--- src/hw/esip_defines.svh ---
// Constants for the Ethernet statistics increment pulse block.
// Assumes frame lengths are byte counts that include the FCS.
`ifndef ESIP_DEFINES_SVH
`define ESIP_DEFINES_SVH

// Size bin bounds, in bytes
`define ESIP_LEN_64   16'h0040
`define ESIP_LEN_127  16'h007f
`define ESIP_LEN_128  16'h0080
`define ESIP_LEN_255  16'h00ff
`define ESIP_LEN_256  16'h0100
`define ESIP_LEN_511  16'h01ff
`define ESIP_LEN_512  16'h0200
`define ESIP_LEN_1023 16'h03ff
`define ESIP_LEN_1024 16'h0400
`define ESIP_LEN_1518 16'h05ee

// Bin vector positions
`define ESIP_BIN_64   0
`define ESIP_BIN_127  1
`define ESIP_BIN_255  2
`define ESIP_BIN_511  3
`define ESIP_BIN_1023 4
`define ESIP_BIN_1518 5
`define ESIP_NBINS    6

// Increment vector positions, shared by TX and RX
`define ESIP_I_64         0
`define ESIP_I_127        1
`define ESIP_I_255        2
`define ESIP_I_511        3
`define ESIP_I_1023       4
`define ESIP_I_1518       5
`define ESIP_I_MAX        6
`define ESIP_I_OVER       7
`define ESIP_I_MC_DERR    8
`define ESIP_I_MC_DOK     9
`define ESIP_I_BC_DERR    10
`define ESIP_I_BC_DOK     11
`define ESIP_I_UC_DERR    12
`define ESIP_I_UC_DOK     13
`define ESIP_I_MC_CTRL    14
`define ESIP_I_BC_CTRL    15
`define ESIP_I_UC_CTRL    16
`define ESIP_I_PAUSE      17
`define ESIP_I_FCS        18
`define ESIP_I_FRAG       19
`define ESIP_I_JABBER     20
`define ESIP_I_SZOK_FCS   21
`define ESIP_TX_NINC      22
// RX only
`define ESIP_I_RUNT       22
`define ESIP_I_PAUSE_CERR 23
`define ESIP_I_MC_CERR    24
`define ESIP_I_BC_CERR    25
`define ESIP_I_UC_CERR    26
`define ESIP_RX_NINC      27

`endif

--- src/hw/esip_pkg.sv ---
// Types for the Ethernet statistics increment pulse block.
// Assumes the MAC front end reports the destination cast type per frame.
package esip_pkg;

	typedef enum logic [1:0] {
		ESIP_UCAST,
		ESIP_MCAST,
		ESIP_BCAST
	} esip_cast_t;

endpackage

--- src/hw/esip_bins.sv ---
// Frame length classifier: size bins, maximum, oversize and undersize.
// Assumes a length and limit that are stable while the caller samples them.
`timescale 1ns/1ps
`include "esip_defines.svh"

module esip_bins #(
	parameter int LEN_W = 16
) (
	input  wire logic [LEN_W-1:0]        frame_len,
	input  wire logic [LEN_W-1:0]        max_size,
	output logic      [`ESIP_NBINS-1:0]  bin_hit,
	output logic                         max_hit,
	output logic                         over,
	output logic                         under
);

	wire logic [15:0] len16;

	assign len16 = 16'(frame_len);

	assign bin_hit[`ESIP_BIN_64]   = len16 == `ESIP_LEN_64;
	assign bin_hit[`ESIP_BIN_127]  = len16 > `ESIP_LEN_64 && len16 <= `ESIP_LEN_127;
	assign bin_hit[`ESIP_BIN_255]  = len16 >= `ESIP_LEN_128 && len16 <= `ESIP_LEN_255;
	assign bin_hit[`ESIP_BIN_511]  = len16 >= `ESIP_LEN_256 && len16 <= `ESIP_LEN_511;
	assign bin_hit[`ESIP_BIN_1023] = len16 >= `ESIP_LEN_512 && len16 <= `ESIP_LEN_1023;
	assign bin_hit[`ESIP_BIN_1518] = len16 >= `ESIP_LEN_1024 && len16 <= `ESIP_LEN_1518;

	assign max_hit = frame_len == max_size;
	assign over    = frame_len > max_size;
	assign under   = len16 < `ESIP_LEN_64;

endmodule

--- src/hw/esip_top.sv ---
// Per-frame statistics increment pulses for a TX and an RX MAC path.
// Assumes a one-cycle frame-done strobe per path with length and status valid.
//
// What this block does
// RL1 - TX pulses 64, 65-127 or 128-255 bin
// RL2 - TX pulses 256-511, 512-1023 or 1024-1518 bin
// RL3 - TX pulses max when length equals limit
// RL4 - TX pulses oversize when length exceeds limit
// RL5 - TX data frames pulse cast by ok/err
// RL6 - TX valid control frames pulse by cast
// RL7 - TX valid pause frame pulses pause
// RL8 - TX FCS errored frame pulses fcs error
// RL9 - TX under 64 with CRC error: fragment
// RL10 - TX oversize with CRC error: jabber
// RL11 - TX valid size with FCS error pulses
// RL12 - RX runt frame pulses runt output
// RL13 - RX pulses 64, 65-127 or 128-255 bin
// RL14 - RX pulses 256-511, 512-1023 or 1024-1518 bin
// RL15 - RX pulses max when length equals limit
// RL16 - RX pulses oversize when length exceeds limit
// RL17 - RX data frames pulse cast by ok/err
// RL18 - RX valid control frames pulse by cast
// RL19 - RX valid pause frame pulses pause
// RL20 - RX fcs error and size-ok fcs error
// RL21 - RX fragment and jabber on CRC error
// RL22 - RX errored pause and control frames pulse
// RL23 - Both paths pulse in the one shared clock
// RL24 - Pulses always driven, counters or not
// RL25 - Pulses go out and to counters
// RL26 - All pulses once, cycle after frame end
`timescale 1ns/1ps
`include "esip_defines.svh"

module esip_top #(
	parameter int LEN_W = 16
) (
	input  wire logic                        clock,
	input  wire logic                        rst_n,
	input  wire logic                        tx_frame_done,
	input  wire logic [LEN_W-1:0]            tx_frame_len,
	input  wire logic                        tx_fcs_err,
	input  wire logic                        tx_is_ctrl,
	input  wire logic                        tx_is_pause,
	input  wire esip_pkg::esip_cast_t        tx_cast,
	input  wire logic [LEN_W-1:0]            tx_max_size,
	input  wire logic                        rx_frame_done,
	input  wire logic [LEN_W-1:0]            rx_frame_len,
	input  wire logic                        rx_fcs_err,
	input  wire logic                        rx_is_ctrl,
	input  wire logic                        rx_is_pause,
	input  wire esip_pkg::esip_cast_t        rx_cast,
	input  wire logic [LEN_W-1:0]            rx_max_size,
	output logic [`ESIP_TX_NINC-1:0]         tx_stat_inc,
	output logic [`ESIP_RX_NINC-1:0]         rx_stat_inc,
	output logic                             tx_inc_64,
	output logic                             tx_inc_127,
	output logic                             tx_inc_255,
	output logic                             tx_inc_511,
	output logic                             tx_inc_1023,
	output logic                             tx_inc_1518,
	output logic                             tx_inc_max,
	output logic                             tx_inc_over,
	output logic                             tx_inc_mcast_data_err,
	output logic                             tx_inc_mcast_data_ok,
	output logic                             tx_inc_bcast_data_err,
	output logic                             tx_inc_bcast_data_ok,
	output logic                             tx_inc_ucast_data_err,
	output logic                             tx_inc_ucast_data_ok,
	output logic                             tx_inc_mcast_ctrl,
	output logic                             tx_inc_bcast_ctrl,
	output logic                             tx_inc_ucast_ctrl,
	output logic                             tx_inc_pause,
	output logic                             tx_inc_fcs_err,
	output logic                             tx_inc_fragment,
	output logic                             tx_inc_jabber,
	output logic                             tx_inc_sizeok_fcserr,
	output logic                             rx_inc_runt,
	output logic                             rx_inc_64,
	output logic                             rx_inc_127,
	output logic                             rx_inc_255,
	output logic                             rx_inc_511,
	output logic                             rx_inc_1023,
	output logic                             rx_inc_1518,
	output logic                             rx_inc_max,
	output logic                             rx_inc_over,
	output logic                             rx_inc_mcast_data_err,
	output logic                             rx_inc_mcast_data_ok,
	output logic                             rx_inc_bcast_data_err,
	output logic                             rx_inc_bcast_data_ok,
	output logic                             rx_inc_ucast_data_err,
	output logic                             rx_inc_ucast_data_ok,
	output logic                             rx_inc_mcast_ctrl,
	output logic                             rx_inc_bcast_ctrl,
	output logic                             rx_inc_ucast_ctrl,
	output logic                             rx_inc_pause,
	output logic                             rx_inc_fcs_err,
	output logic                             rx_inc_fragment,
	output logic                             rx_inc_jabber,
	output logic                             rx_inc_sizeok_fcserr,
	output logic                             rx_inc_pause_ctrl_err,
	output logic                             rx_inc_mcast_ctrl_err,
	output logic                             rx_inc_bcast_ctrl_err,
	output logic                             rx_inc_ucast_ctrl_err
);

	////////////////////////////////////////////////////////////////////////////
	// Length classification

	logic [`ESIP_NBINS-1:0] tx_bin;
	logic                   tx_max_hit;
	logic                   tx_over;
	logic                   tx_under;
	logic [`ESIP_NBINS-1:0] rx_bin;
	logic                   rx_max_hit;
	logic                   rx_over;
	logic                   rx_under;

	esip_bins #(
		.LEN_W     (LEN_W)
	) u_tx_bins (
		.frame_len (tx_frame_len),
		.max_size  (tx_max_size),
		.bin_hit   (tx_bin),
		.max_hit   (tx_max_hit),
		.over      (tx_over),
		.under     (tx_under)
	);

	esip_bins #(
		.LEN_W     (LEN_W)
	) u_rx_bins (
		.frame_len (rx_frame_len),
		.max_size  (rx_max_size),
		.bin_hit   (rx_bin),
		.max_hit   (rx_max_hit),
		.over      (rx_over),
		.under     (rx_under)
	);

	////////////////////////////////////////////////////////////////////////////
	// TX decode

	wire logic tx_err;
	wire logic tx_data;
	wire logic tx_ctrl_ok;
	wire logic tx_mc;
	wire logic tx_bc;
	wire logic tx_uc;
	logic [`ESIP_TX_NINC-1:0] tx_inc_nxt;
	logic [`ESIP_TX_NINC-1:0] tx_inc_r;

	// A frame counts as errored on FCS error or a size violation
	assign tx_err     = tx_fcs_err | tx_over | tx_under;
	assign tx_data    = ~tx_is_ctrl & ~tx_is_pause;
	assign tx_ctrl_ok = (tx_is_ctrl | tx_is_pause) & ~tx_err;
	assign tx_mc      = tx_cast == esip_pkg::ESIP_MCAST;
	assign tx_bc      = tx_cast == esip_pkg::ESIP_BCAST;
	assign tx_uc      = tx_cast == esip_pkg::ESIP_UCAST;

	assign tx_inc_nxt[`ESIP_I_1518:`ESIP_I_64] = tx_bin; // [RL1] [RL2]
	assign tx_inc_nxt[`ESIP_I_MAX]      = tx_max_hit; // [RL3]
	assign tx_inc_nxt[`ESIP_I_OVER]     = tx_over; // [RL4]
	assign tx_inc_nxt[`ESIP_I_MC_DERR]  = tx_data & tx_mc & tx_err; // [RL5]
	assign tx_inc_nxt[`ESIP_I_MC_DOK]   = tx_data & tx_mc & ~tx_err; // [RL5]
	assign tx_inc_nxt[`ESIP_I_BC_DERR]  = tx_data & tx_bc & tx_err; // [RL5]
	assign tx_inc_nxt[`ESIP_I_BC_DOK]   = tx_data & tx_bc & ~tx_err; // [RL5]
	assign tx_inc_nxt[`ESIP_I_UC_DERR]  = tx_data & tx_uc & tx_err; // [RL5]
	assign tx_inc_nxt[`ESIP_I_UC_DOK]   = tx_data & tx_uc & ~tx_err; // [RL5]
	assign tx_inc_nxt[`ESIP_I_MC_CTRL]  = tx_ctrl_ok & tx_mc; // [RL6]
	assign tx_inc_nxt[`ESIP_I_BC_CTRL]  = tx_ctrl_ok & tx_bc; // [RL6]
	assign tx_inc_nxt[`ESIP_I_UC_CTRL]  = tx_ctrl_ok & tx_uc; // [RL6]
	assign tx_inc_nxt[`ESIP_I_PAUSE]    = tx_is_pause & ~tx_err; // [RL7]
	assign tx_inc_nxt[`ESIP_I_FCS]      = tx_fcs_err; // [RL8]
	assign tx_inc_nxt[`ESIP_I_FRAG]     = tx_under & tx_fcs_err; // [RL9]
	assign tx_inc_nxt[`ESIP_I_JABBER]   = tx_over & tx_fcs_err; // [RL10]
	assign tx_inc_nxt[`ESIP_I_SZOK_FCS] = ~tx_under & ~tx_over & tx_fcs_err; // [RL11]

	////////////////////////////////////////////////////////////////////////////
	// RX decode

	wire logic rx_err;
	wire logic rx_data;
	wire logic rx_ctrl_any;
	wire logic rx_ctrl_ok;
	wire logic rx_mc;
	wire logic rx_bc;
	wire logic rx_uc;
	logic [`ESIP_RX_NINC-1:0] rx_inc_nxt;
	logic [`ESIP_RX_NINC-1:0] rx_inc_r;

	// Errored: FCS error or a size violation
	// Pause frames count as control frames too
	assign rx_err      = rx_fcs_err | rx_over | rx_under;
	assign rx_data     = ~rx_is_ctrl & ~rx_is_pause;
	assign rx_ctrl_any = rx_is_ctrl | rx_is_pause;
	assign rx_ctrl_ok  = rx_ctrl_any & ~rx_err;
	assign rx_mc       = rx_cast == esip_pkg::ESIP_MCAST;
	assign rx_bc       = rx_cast == esip_pkg::ESIP_BCAST;
	assign rx_uc       = rx_cast == esip_pkg::ESIP_UCAST;

	assign rx_inc_nxt[`ESIP_I_1518:`ESIP_I_64] = rx_bin; // [RL13] [RL14]
	assign rx_inc_nxt[`ESIP_I_MAX]        = rx_max_hit; // [RL15]
	assign rx_inc_nxt[`ESIP_I_OVER]       = rx_over; // [RL16]
	assign rx_inc_nxt[`ESIP_I_MC_DERR]    = rx_data & rx_mc & rx_err; // [RL17]
	assign rx_inc_nxt[`ESIP_I_MC_DOK]     = rx_data & rx_mc & ~rx_err; // [RL17]
	assign rx_inc_nxt[`ESIP_I_BC_DERR]    = rx_data & rx_bc & rx_err; // [RL17]
	assign rx_inc_nxt[`ESIP_I_BC_DOK]     = rx_data & rx_bc & ~rx_err; // [RL17]
	assign rx_inc_nxt[`ESIP_I_UC_DERR]    = rx_data & rx_uc & rx_err; // [RL17]
	assign rx_inc_nxt[`ESIP_I_UC_DOK]     = rx_data & rx_uc & ~rx_err; // [RL17]
	assign rx_inc_nxt[`ESIP_I_MC_CTRL]    = rx_ctrl_ok & rx_mc; // [RL18]
	assign rx_inc_nxt[`ESIP_I_BC_CTRL]    = rx_ctrl_ok & rx_bc; // [RL18]
	assign rx_inc_nxt[`ESIP_I_UC_CTRL]    = rx_ctrl_ok & rx_uc; // [RL18]
	assign rx_inc_nxt[`ESIP_I_PAUSE]      = rx_is_pause & ~rx_err; // [RL19]
	assign rx_inc_nxt[`ESIP_I_FCS]        = rx_fcs_err; // [RL20]
	assign rx_inc_nxt[`ESIP_I_FRAG]       = rx_under & rx_fcs_err; // [RL21]
	assign rx_inc_nxt[`ESIP_I_JABBER]     = rx_over & rx_fcs_err; // [RL21]
	assign rx_inc_nxt[`ESIP_I_SZOK_FCS]   = ~rx_under & ~rx_over & rx_fcs_err; // [RL20]
	assign rx_inc_nxt[`ESIP_I_RUNT]       = rx_under; // [RL12]
	assign rx_inc_nxt[`ESIP_I_PAUSE_CERR] = rx_is_pause & rx_err; // [RL22]
	assign rx_inc_nxt[`ESIP_I_MC_CERR]    = rx_ctrl_any & rx_err & rx_mc; // [RL22]
	assign rx_inc_nxt[`ESIP_I_BC_CERR]    = rx_ctrl_any & rx_err & rx_bc; // [RL22]
	assign rx_inc_nxt[`ESIP_I_UC_CERR]    = rx_ctrl_any & rx_err & rx_uc; // [RL22]

	////////////////////////////////////////////////////////////////////////////
	// Pulse registers: one cycle after the frame-done strobe

	always_ff @(posedge clock) begin // [RL23]
		if (!rst_n) begin
			tx_inc_r <= '0;
		end else begin
			tx_inc_r <= tx_frame_done ? tx_inc_nxt : '0; // [RL26]
		end
	end

	always_ff @(posedge clock) begin // [RL23]
		if (!rst_n) begin
			rx_inc_r <= '0;
		end else begin
			rx_inc_r <= rx_frame_done ? rx_inc_nxt : '0; // [RL26]
		end
	end

	////////////////////////////////////////////////////////////////////////////
	// Outputs: counter increment vectors and named pulses

	assign tx_stat_inc = tx_inc_r; // [RL24] [RL25]
	assign rx_stat_inc = rx_inc_r; // [RL24] [RL25]

	assign tx_inc_64             = tx_inc_r[`ESIP_I_64];
	assign tx_inc_127            = tx_inc_r[`ESIP_I_127];
	assign tx_inc_255            = tx_inc_r[`ESIP_I_255];
	assign tx_inc_511            = tx_inc_r[`ESIP_I_511];
	assign tx_inc_1023           = tx_inc_r[`ESIP_I_1023];
	assign tx_inc_1518           = tx_inc_r[`ESIP_I_1518];
	assign tx_inc_max            = tx_inc_r[`ESIP_I_MAX];
	assign tx_inc_over           = tx_inc_r[`ESIP_I_OVER];
	assign tx_inc_mcast_data_err = tx_inc_r[`ESIP_I_MC_DERR];
	assign tx_inc_mcast_data_ok  = tx_inc_r[`ESIP_I_MC_DOK];
	assign tx_inc_bcast_data_err = tx_inc_r[`ESIP_I_BC_DERR];
	assign tx_inc_bcast_data_ok  = tx_inc_r[`ESIP_I_BC_DOK];
	assign tx_inc_ucast_data_err = tx_inc_r[`ESIP_I_UC_DERR];
	assign tx_inc_ucast_data_ok  = tx_inc_r[`ESIP_I_UC_DOK];
	assign tx_inc_mcast_ctrl     = tx_inc_r[`ESIP_I_MC_CTRL];
	assign tx_inc_bcast_ctrl     = tx_inc_r[`ESIP_I_BC_CTRL];
	assign tx_inc_ucast_ctrl     = tx_inc_r[`ESIP_I_UC_CTRL];
	assign tx_inc_pause          = tx_inc_r[`ESIP_I_PAUSE];
	assign tx_inc_fcs_err        = tx_inc_r[`ESIP_I_FCS];
	assign tx_inc_fragment       = tx_inc_r[`ESIP_I_FRAG];
	assign tx_inc_jabber         = tx_inc_r[`ESIP_I_JABBER];
	assign tx_inc_sizeok_fcserr  = tx_inc_r[`ESIP_I_SZOK_FCS];

	assign rx_inc_runt           = rx_inc_r[`ESIP_I_RUNT];
	assign rx_inc_64             = rx_inc_r[`ESIP_I_64];
	assign rx_inc_127            = rx_inc_r[`ESIP_I_127];
	assign rx_inc_255            = rx_inc_r[`ESIP_I_255];
	assign rx_inc_511            = rx_inc_r[`ESIP_I_511];
	assign rx_inc_1023           = rx_inc_r[`ESIP_I_1023];
	assign rx_inc_1518           = rx_inc_r[`ESIP_I_1518];
	assign rx_inc_max            = rx_inc_r[`ESIP_I_MAX];
	assign rx_inc_over           = rx_inc_r[`ESIP_I_OVER];
	assign rx_inc_mcast_data_err = rx_inc_r[`ESIP_I_MC_DERR];
	assign rx_inc_mcast_data_ok  = rx_inc_r[`ESIP_I_MC_DOK];
	assign rx_inc_bcast_data_err = rx_inc_r[`ESIP_I_BC_DERR];
	assign rx_inc_bcast_data_ok  = rx_inc_r[`ESIP_I_BC_DOK];
	assign rx_inc_ucast_data_err = rx_inc_r[`ESIP_I_UC_DERR];
	assign rx_inc_ucast_data_ok  = rx_inc_r[`ESIP_I_UC_DOK];
	assign rx_inc_mcast_ctrl     = rx_inc_r[`ESIP_I_MC_CTRL];
	assign rx_inc_bcast_ctrl     = rx_inc_r[`ESIP_I_BC_CTRL];
	assign rx_inc_ucast_ctrl     = rx_inc_r[`ESIP_I_UC_CTRL];
	assign rx_inc_pause          = rx_inc_r[`ESIP_I_PAUSE];
	assign rx_inc_fcs_err        = rx_inc_r[`ESIP_I_FCS];
	assign rx_inc_fragment       = rx_inc_r[`ESIP_I_FRAG];
	assign rx_inc_jabber         = rx_inc_r[`ESIP_I_JABBER];
	assign rx_inc_sizeok_fcserr  = rx_inc_r[`ESIP_I_SZOK_FCS];
	assign rx_inc_pause_ctrl_err = rx_inc_r[`ESIP_I_PAUSE_CERR];
	assign rx_inc_mcast_ctrl_err = rx_inc_r[`ESIP_I_MC_CERR];
	assign rx_inc_bcast_ctrl_err = rx_inc_r[`ESIP_I_BC_CERR];
	assign rx_inc_ucast_ctrl_err = rx_inc_r[`ESIP_I_UC_CERR];

endmodule

--- config.mk ---
export PLATFORM = sky130hd
export DESIGN_NAME = esip_top
export DESIGN_NICKNAME = d
export VERILOG_FILES = /design/src/hw/esip_pkg.sv /design/src/hw/esip_bins.sv /design/src/hw/esip_top.sv
export VERILOG_INCLUDE_DIRS = /design/src /design/src/hw
export SDC_FILE = /design/constraint.sdc
export NUM_CORES = 1
export LEC_CHECK = 0
export ABC_AREA = 1
export BUFFER_PORTS_ARGS = -buffer_cell sky130_fd_sc_hd__buf_2
export CAP_MARGIN = 10
export CORE_MARGIN = 2
export CORE_UTILIZATION = 40
export CTS_BUF_LIST = sky130_fd_sc_hd__clkbuf_8
export DETAILED_ROUTE_END_ITERATION = 16
export GPL_ROUTABILITY_DRIVEN = 0
export HOLD_SLACK_MARGIN = 0.12
export MAX_ROUTING_LAYER = met4
export PLACE_DENSITY = 0.78
export SLEW_MARGIN = 40
export SYNTH_ARGS = -nofsm -noshare
export SYNTH_HDL_FRONTEND = slang
export SYNTH_SLANG_ARGS = --single-unit
--- constraint.sdc ---
create_clock -name clock -period 1.15 [get_ports clock]
set_input_delay 0 -clock clock [delete_from_list [all_inputs] [get_ports clock]]
set_output_delay 0 -clock clock [all_outputs]
set_load 0.02 [all_outputs]
# == After elaboration in Yosys (flattened, before gate mapping) ==
# Cells that the tools add are included.
# word_totals
out_inout_bits,98
rom_bits,0
ram_bits,0
latchBits,0
ff_bits,49
n_memories,0
# classes
addsub,0
n_bitwise,59
reduce_logical,14
n_eq_ne,8
magnitude_cmp,24
shifts,0
n_mux,0
n_mul,0
n_div,0
# ops
op,count
$and A1 B1 Y1,43
$eq A16 B16 Y1,2
$eq A16 B7 Y1 const B,2
$ge A16 B10 Y1 const B,2
$ge A16 B11 Y1 const B,2
$ge A16 B8 Y1 const B,2
$ge A16 B9 Y1 const B,2
$gt A16 B16 Y1,2
$gt A16 B7 Y1 const B,2
$le A16 B10 Y1 const B,2
$le A16 B11 Y1 const B,2
$le A16 B7 Y1 const B,2
$le A16 B8 Y1 const B,2
$le A16 B9 Y1 const B,2
$lt A16 B7 Y1 const B,2
$logic_and A1 B1 Y1,10
$not A1 Y1,10
$or A1 B1 Y1,6
$eq A2 B1 Y1 const B,2
$eq A2 B2 Y1 const B,2
$logic_not A2 Y1,2
$reduce_and A2 Y1,2

# == Longest topological paths before layout ==
# depth
word_depth,6
depth_mapped,15
depth_no_buf,15

# == Modules after synthesis ==
# From an unflattened synthesis, not the netlist that was laid out.
# unflattened
cells_unflattened,449
hier_area_um2,3195.6
# by_module_without_submodules
mod,n_inst,area_each_um2,cells_each
esip_top,1,1819.2,215
esip_bins,2,688.2,117

# == Worst setup path after synthesis ==
# OpenSTA, ideal clock, no wires.
# synth_path
path_type,input port to flip-flop
from,in rx_max_size[15]
to,"reg rx_inc_r[24], in the netlist rx_stat_inc[24]"
path_buffers,0
cell_stages,9
setup_slack_ns,-0.010
arrival_time_ns,1.045
required_time_ns,1.035
cell_sequence,inv_1 ha_1 nand2_1 nor3_2 nand3_1 nand2_2 nand3_4 nand2_4 nor2_1
# synth_between
elab_chain_cells,5
# synth_lines
element,line_no,rtl
from (decl),esip_top.sv:52,"input wire logic [LEN_W-1:0] rx_max_size,"
$gt A16 B16 Y1,esip_bins.sv:29,assign over = frame_len > max_size;
$or A1 B1 Y1 (2 in a row),esip_top.sv:193,assign rx_err = rx_fcs_err | rx_over | rx_under;
$and A1 B1 Y1 (2 in a row),esip_top.sv:220,assign rx_inc_nxt[`ESIP_I_MC_CERR] = rx_ctrl_any & rx_err & rx_mc;
to (signal assigned),esip_top.sv:239,rx_inc_r <= rx_frame_done ? rx_inc_nxt : '0;
to (decl),esip_top.sv:189,logic [`ESIP_RX_NINC-1:0] rx_inc_r;
# No other way between the ends.
# A chain may end at the register's enable or synchronous reset.

# == Final worst setup path ==
# layout_path
from,in tx_frame_len[3]
to,"reg tx_inc_r[5], in the netlist tx_stat_inc[5]"
# layout_between
elab_chain_cells,2
word_cells_on_any_way,3
# layout_lines
element,line_no,rtl
from (decl),esip_top.sv:40,"input wire logic [LEN_W-1:0] tx_frame_len,"
$ge A16 B11 Y1 (no line) or $le A16 B11 Y1 (tied branches),--,
$logic_and A1 B1 Y1 (no line) *,--,
to (signal assigned),esip_top.sv:231,tx_inc_r <= tx_frame_done ? tx_inc_nxt : '0;
to (decl),esip_top.sv:150,logic [`ESIP_TX_NINC-1:0] tx_inc_r;
# Every way passes the cells marked *; elsewhere a longest branch is shown, timed or not.

==> results_dict.tcl <==
set metrics [dict create \
    outcome "complete, no violations" \
    globalRoute.totalOverflow 0 \
    synth.cells.most_frequent "71 x inv_1, 60 x nor2_1, 56 x nand2_1" \
    largest_net_degree_at_the_start_of_global_routing 16 \
    setup.worst_path.end_class "register" \
    timing_max_transition_violations_final 0 \
    floorplan.core_area_mm2 0.00714 \
    route.vias.total 3119 \
    place.detailed.hpwl_um 6210 \
    slowest_stage "dlygate4sd3_1" \
    yosys_register_bits 49 \
    dpl_cell_area_mm2 0.00382 \
    maxCapViolCount 0 \
    internal_portion_of_total_power_mw 2.70 \
    boundaryPins 176 \
    syn_area_mm2 0.00290 \
    gr-usage-all-layers 0.182 \
    die_h_um 89.1 \
    grt_first_pass_wirelength_um 11300 \
    achievable-frequency_mhz 888 \
    num_cts_buffers 5 \
    power.leakage_nw 2.51 \
    synth_async_sr_flop_share 0 \
    finish.net_count 694 \
    share_comb_of_total_power 0.267 \
    drt_iter0_markers 129 \
    yosys-top-cells-area "dfxtp_1 34%, ha_1 14%, buf_4 13%, inv_1 9.2%, nor2_1 7.8%" \
    number_of_antenna_violations_at_the_first_check_in_global_routing 0 \
    final_design_area_no_fill_mm2 0.00448 \
    synth_enable_flop_cells 0 \
    netSwitchingFraction 0.281 \
    netlist.area_leader.share 0.339 \
    placement_rows 31 \
    synth.avg_cell_area_um2 7.50 \
    wl_per_cell_um 11.9 \
    detail_route.wirelength_um 8150 \
    syn_inst 386 \
    critPathMaxFanout 2 \
    req_time_crit_path_ps 1370 \
    vdd_ir_drop_max_v 0.000417 \
    critical_path.startpoint_type "primary input" \
    finalCritPeriodShare 0.979 \
    hp-class "in -> reg" \
    synth_cell_types 28 \
    synthFlopType "dfxtp_1" \
    root_buffer "clkbuf_8" \
    clkSlewWorstSetupHoldPaths_ps 90 \
    p_seq_frac 0.461 \
    power_density_mw_per_mm2 837 \
    syn_nets 496 \
    antenna_cells_inserted 0 \
    holdBufCountCts 27 \
    ys_seq_area_frac 0.339 \
    hold_violations 0 \
    first_global_vias 2663 \
    area_growth_pct 54.6 \
    yosys.cell_count.top_type "inv_1" \
    synthesis_warnings 0 \
    final.min_clock_period_ps 1130 \
    crit_arrival_ps 1350 \
    fillCellCount 639 \
    synth_top_cell_by_area "dfxtp_1" \
    worst_slew_margin_rel 0.707 \
    port_buffers 175 \
    critical_path_class "in -> reg" \
    timing.critical_path.cells "buf_2 -> buf_4 -> a41oi_1 -> nor2_1 -> nor4_2 -> dlygate4sd3_1" \
    critical-path-max-stage-delay_ps 620 \
    die_area_mm2 0.00794 \
    setup-tns-final_ps 0 \
    cts_num_sinks 49 \
    final_layout_size_suffix_gt1_frac 0.470 \
    fp.dieW_um 89.1 \
    htreeDepth 2 \
    drtPass1Iterations 5 \
    clock_tree.buffer_depth 2 \
    worst_margin_slew_ps 436 \
    final-setup-viol-count 0 \
    final_antenna_net_count 0 \
    drc 0 \
    floorplan.initialDensity 0.406 \
    rsz0062_at_grt "true" \
    drt-vias-per-instance 4.56 \
    share_clk_of_total_power 0.272 \
    tritoncts_clock_tree "yes" \
    power.switching_mw 1.05 \
]
==> layer usage <==
layer	track usage	share of wire
met5	-	0
met4	0.0678	0.018
met3	0.0157	0.057
met2	0.325	0.53
met1	0.212	0.40
==> power by group through the flow <==
stage               Combinational [mW]  Clock [mW]  Sequential, mW
floorplan                        0.408           0            1.80
global placement                 0.764           0            1.77
detailed placement               0.798           0            1.77
CTS                              0.869        1.05            1.73
global route                      1.12        1.09            1.73
finish                            1.00        1.02            1.73
==> critical path, delay by kind of cell <==
family / cells / cell delay, ps
compound gates: 1 / 230
buf+inv: 3 / 880
simple gates: 2 / 230
==> timing repair <==
| action | in CTS | in global routing |
|---|---|---|
| gates resized for setup | 0 | 50 |
| endpoints found under the hold margin | 44 | 1 |
| setup endpoints to repair | 0 | 28 |
| buffers inserted | 0 | 2 |
==> stage by stage <==
step | power, mW | utilization | std cells | hold slack [ps] | setup WS [ps]
after global routing | 3.94 | 0.628 | 684 | 114 | -34.4
after detailed placement | 2.57 | 0.535 | 646 | 264 | -292
after floorplan | 2.20 | - | 386 | 77.0 | 6.48
after global placement | 2.53 | 0.535 | 646 | 263 | -234
after CTS | 3.64 | 0.586 | 681 | 76.9 | 27.2
final | 3.75 | 0.628 | 684 | 92.1 | 23.8
==> sequential cells by signal, summed over array words and instances, names as in the netlist <==
signal and flops:
rx_stat_inc 27, tx_stat_inc 22
==> area by class of cell <==
class | count | area [um^2] | area share
Inverter | 73 | 274 | 0.0612
Timing Repair Buffer | 239 | 1470 | 0.328
Clock inverter | 2 | 13.8 | 0.00307
Multi-Input combinational cell | 216 | 1530 | 0.342
Sequential cell | 49 | 981 | 0.219
Clock buffer | 6 | 82.6 | 0.0184
Tap cell | 99 | 124 | 0.0277
==> final timing paths <==
check	from	endpoint	cells past startpoint
worst max-delay path	tx_frame_len[3]	tx_stat_inc[5]	6
worst min-delay path	rx_frame_len[0]	rx_stat_inc[0]	5
==> cells in the final DEF (no fill, tap or decap), types with 2 or more instances in the layout <==
cell,n
nand3_2,4
nand3_1,4
nand4_1,6
clkbuf_8,6
nand2_4,3
buf_6,8
inv_2,10
ha_1,17
nor3_2,4
nand2_2,5
buf_2,168
nor2_2,6
nand2_1,51
o21ai_0,3
nor2_1,56
ha_4,14
a41oi_1,2
dfxtp_1,49
a21oi_1,13
dlygate4sd3_1,27
nand3_4,2
buf_4,36
nand4_2,2
inv_1,62
nor4_2,2
nor4_1,7
nor3_1,6
==> kinds of logic (layout without fill, tap and decap cells) <==
kind of cell / Yosys count / in the layout / share of synthesized area
flops: 49 / 49 / 0.339
compound gates: 22 / 22 / 0.0423
buf+inv: 122 / 320 / 0.222
simple gates: 161 / 162 / 0.259
fa+ha+maj: 32 / 32 / 0.138
Note: power is estimated with default switching activity, not from simulation.
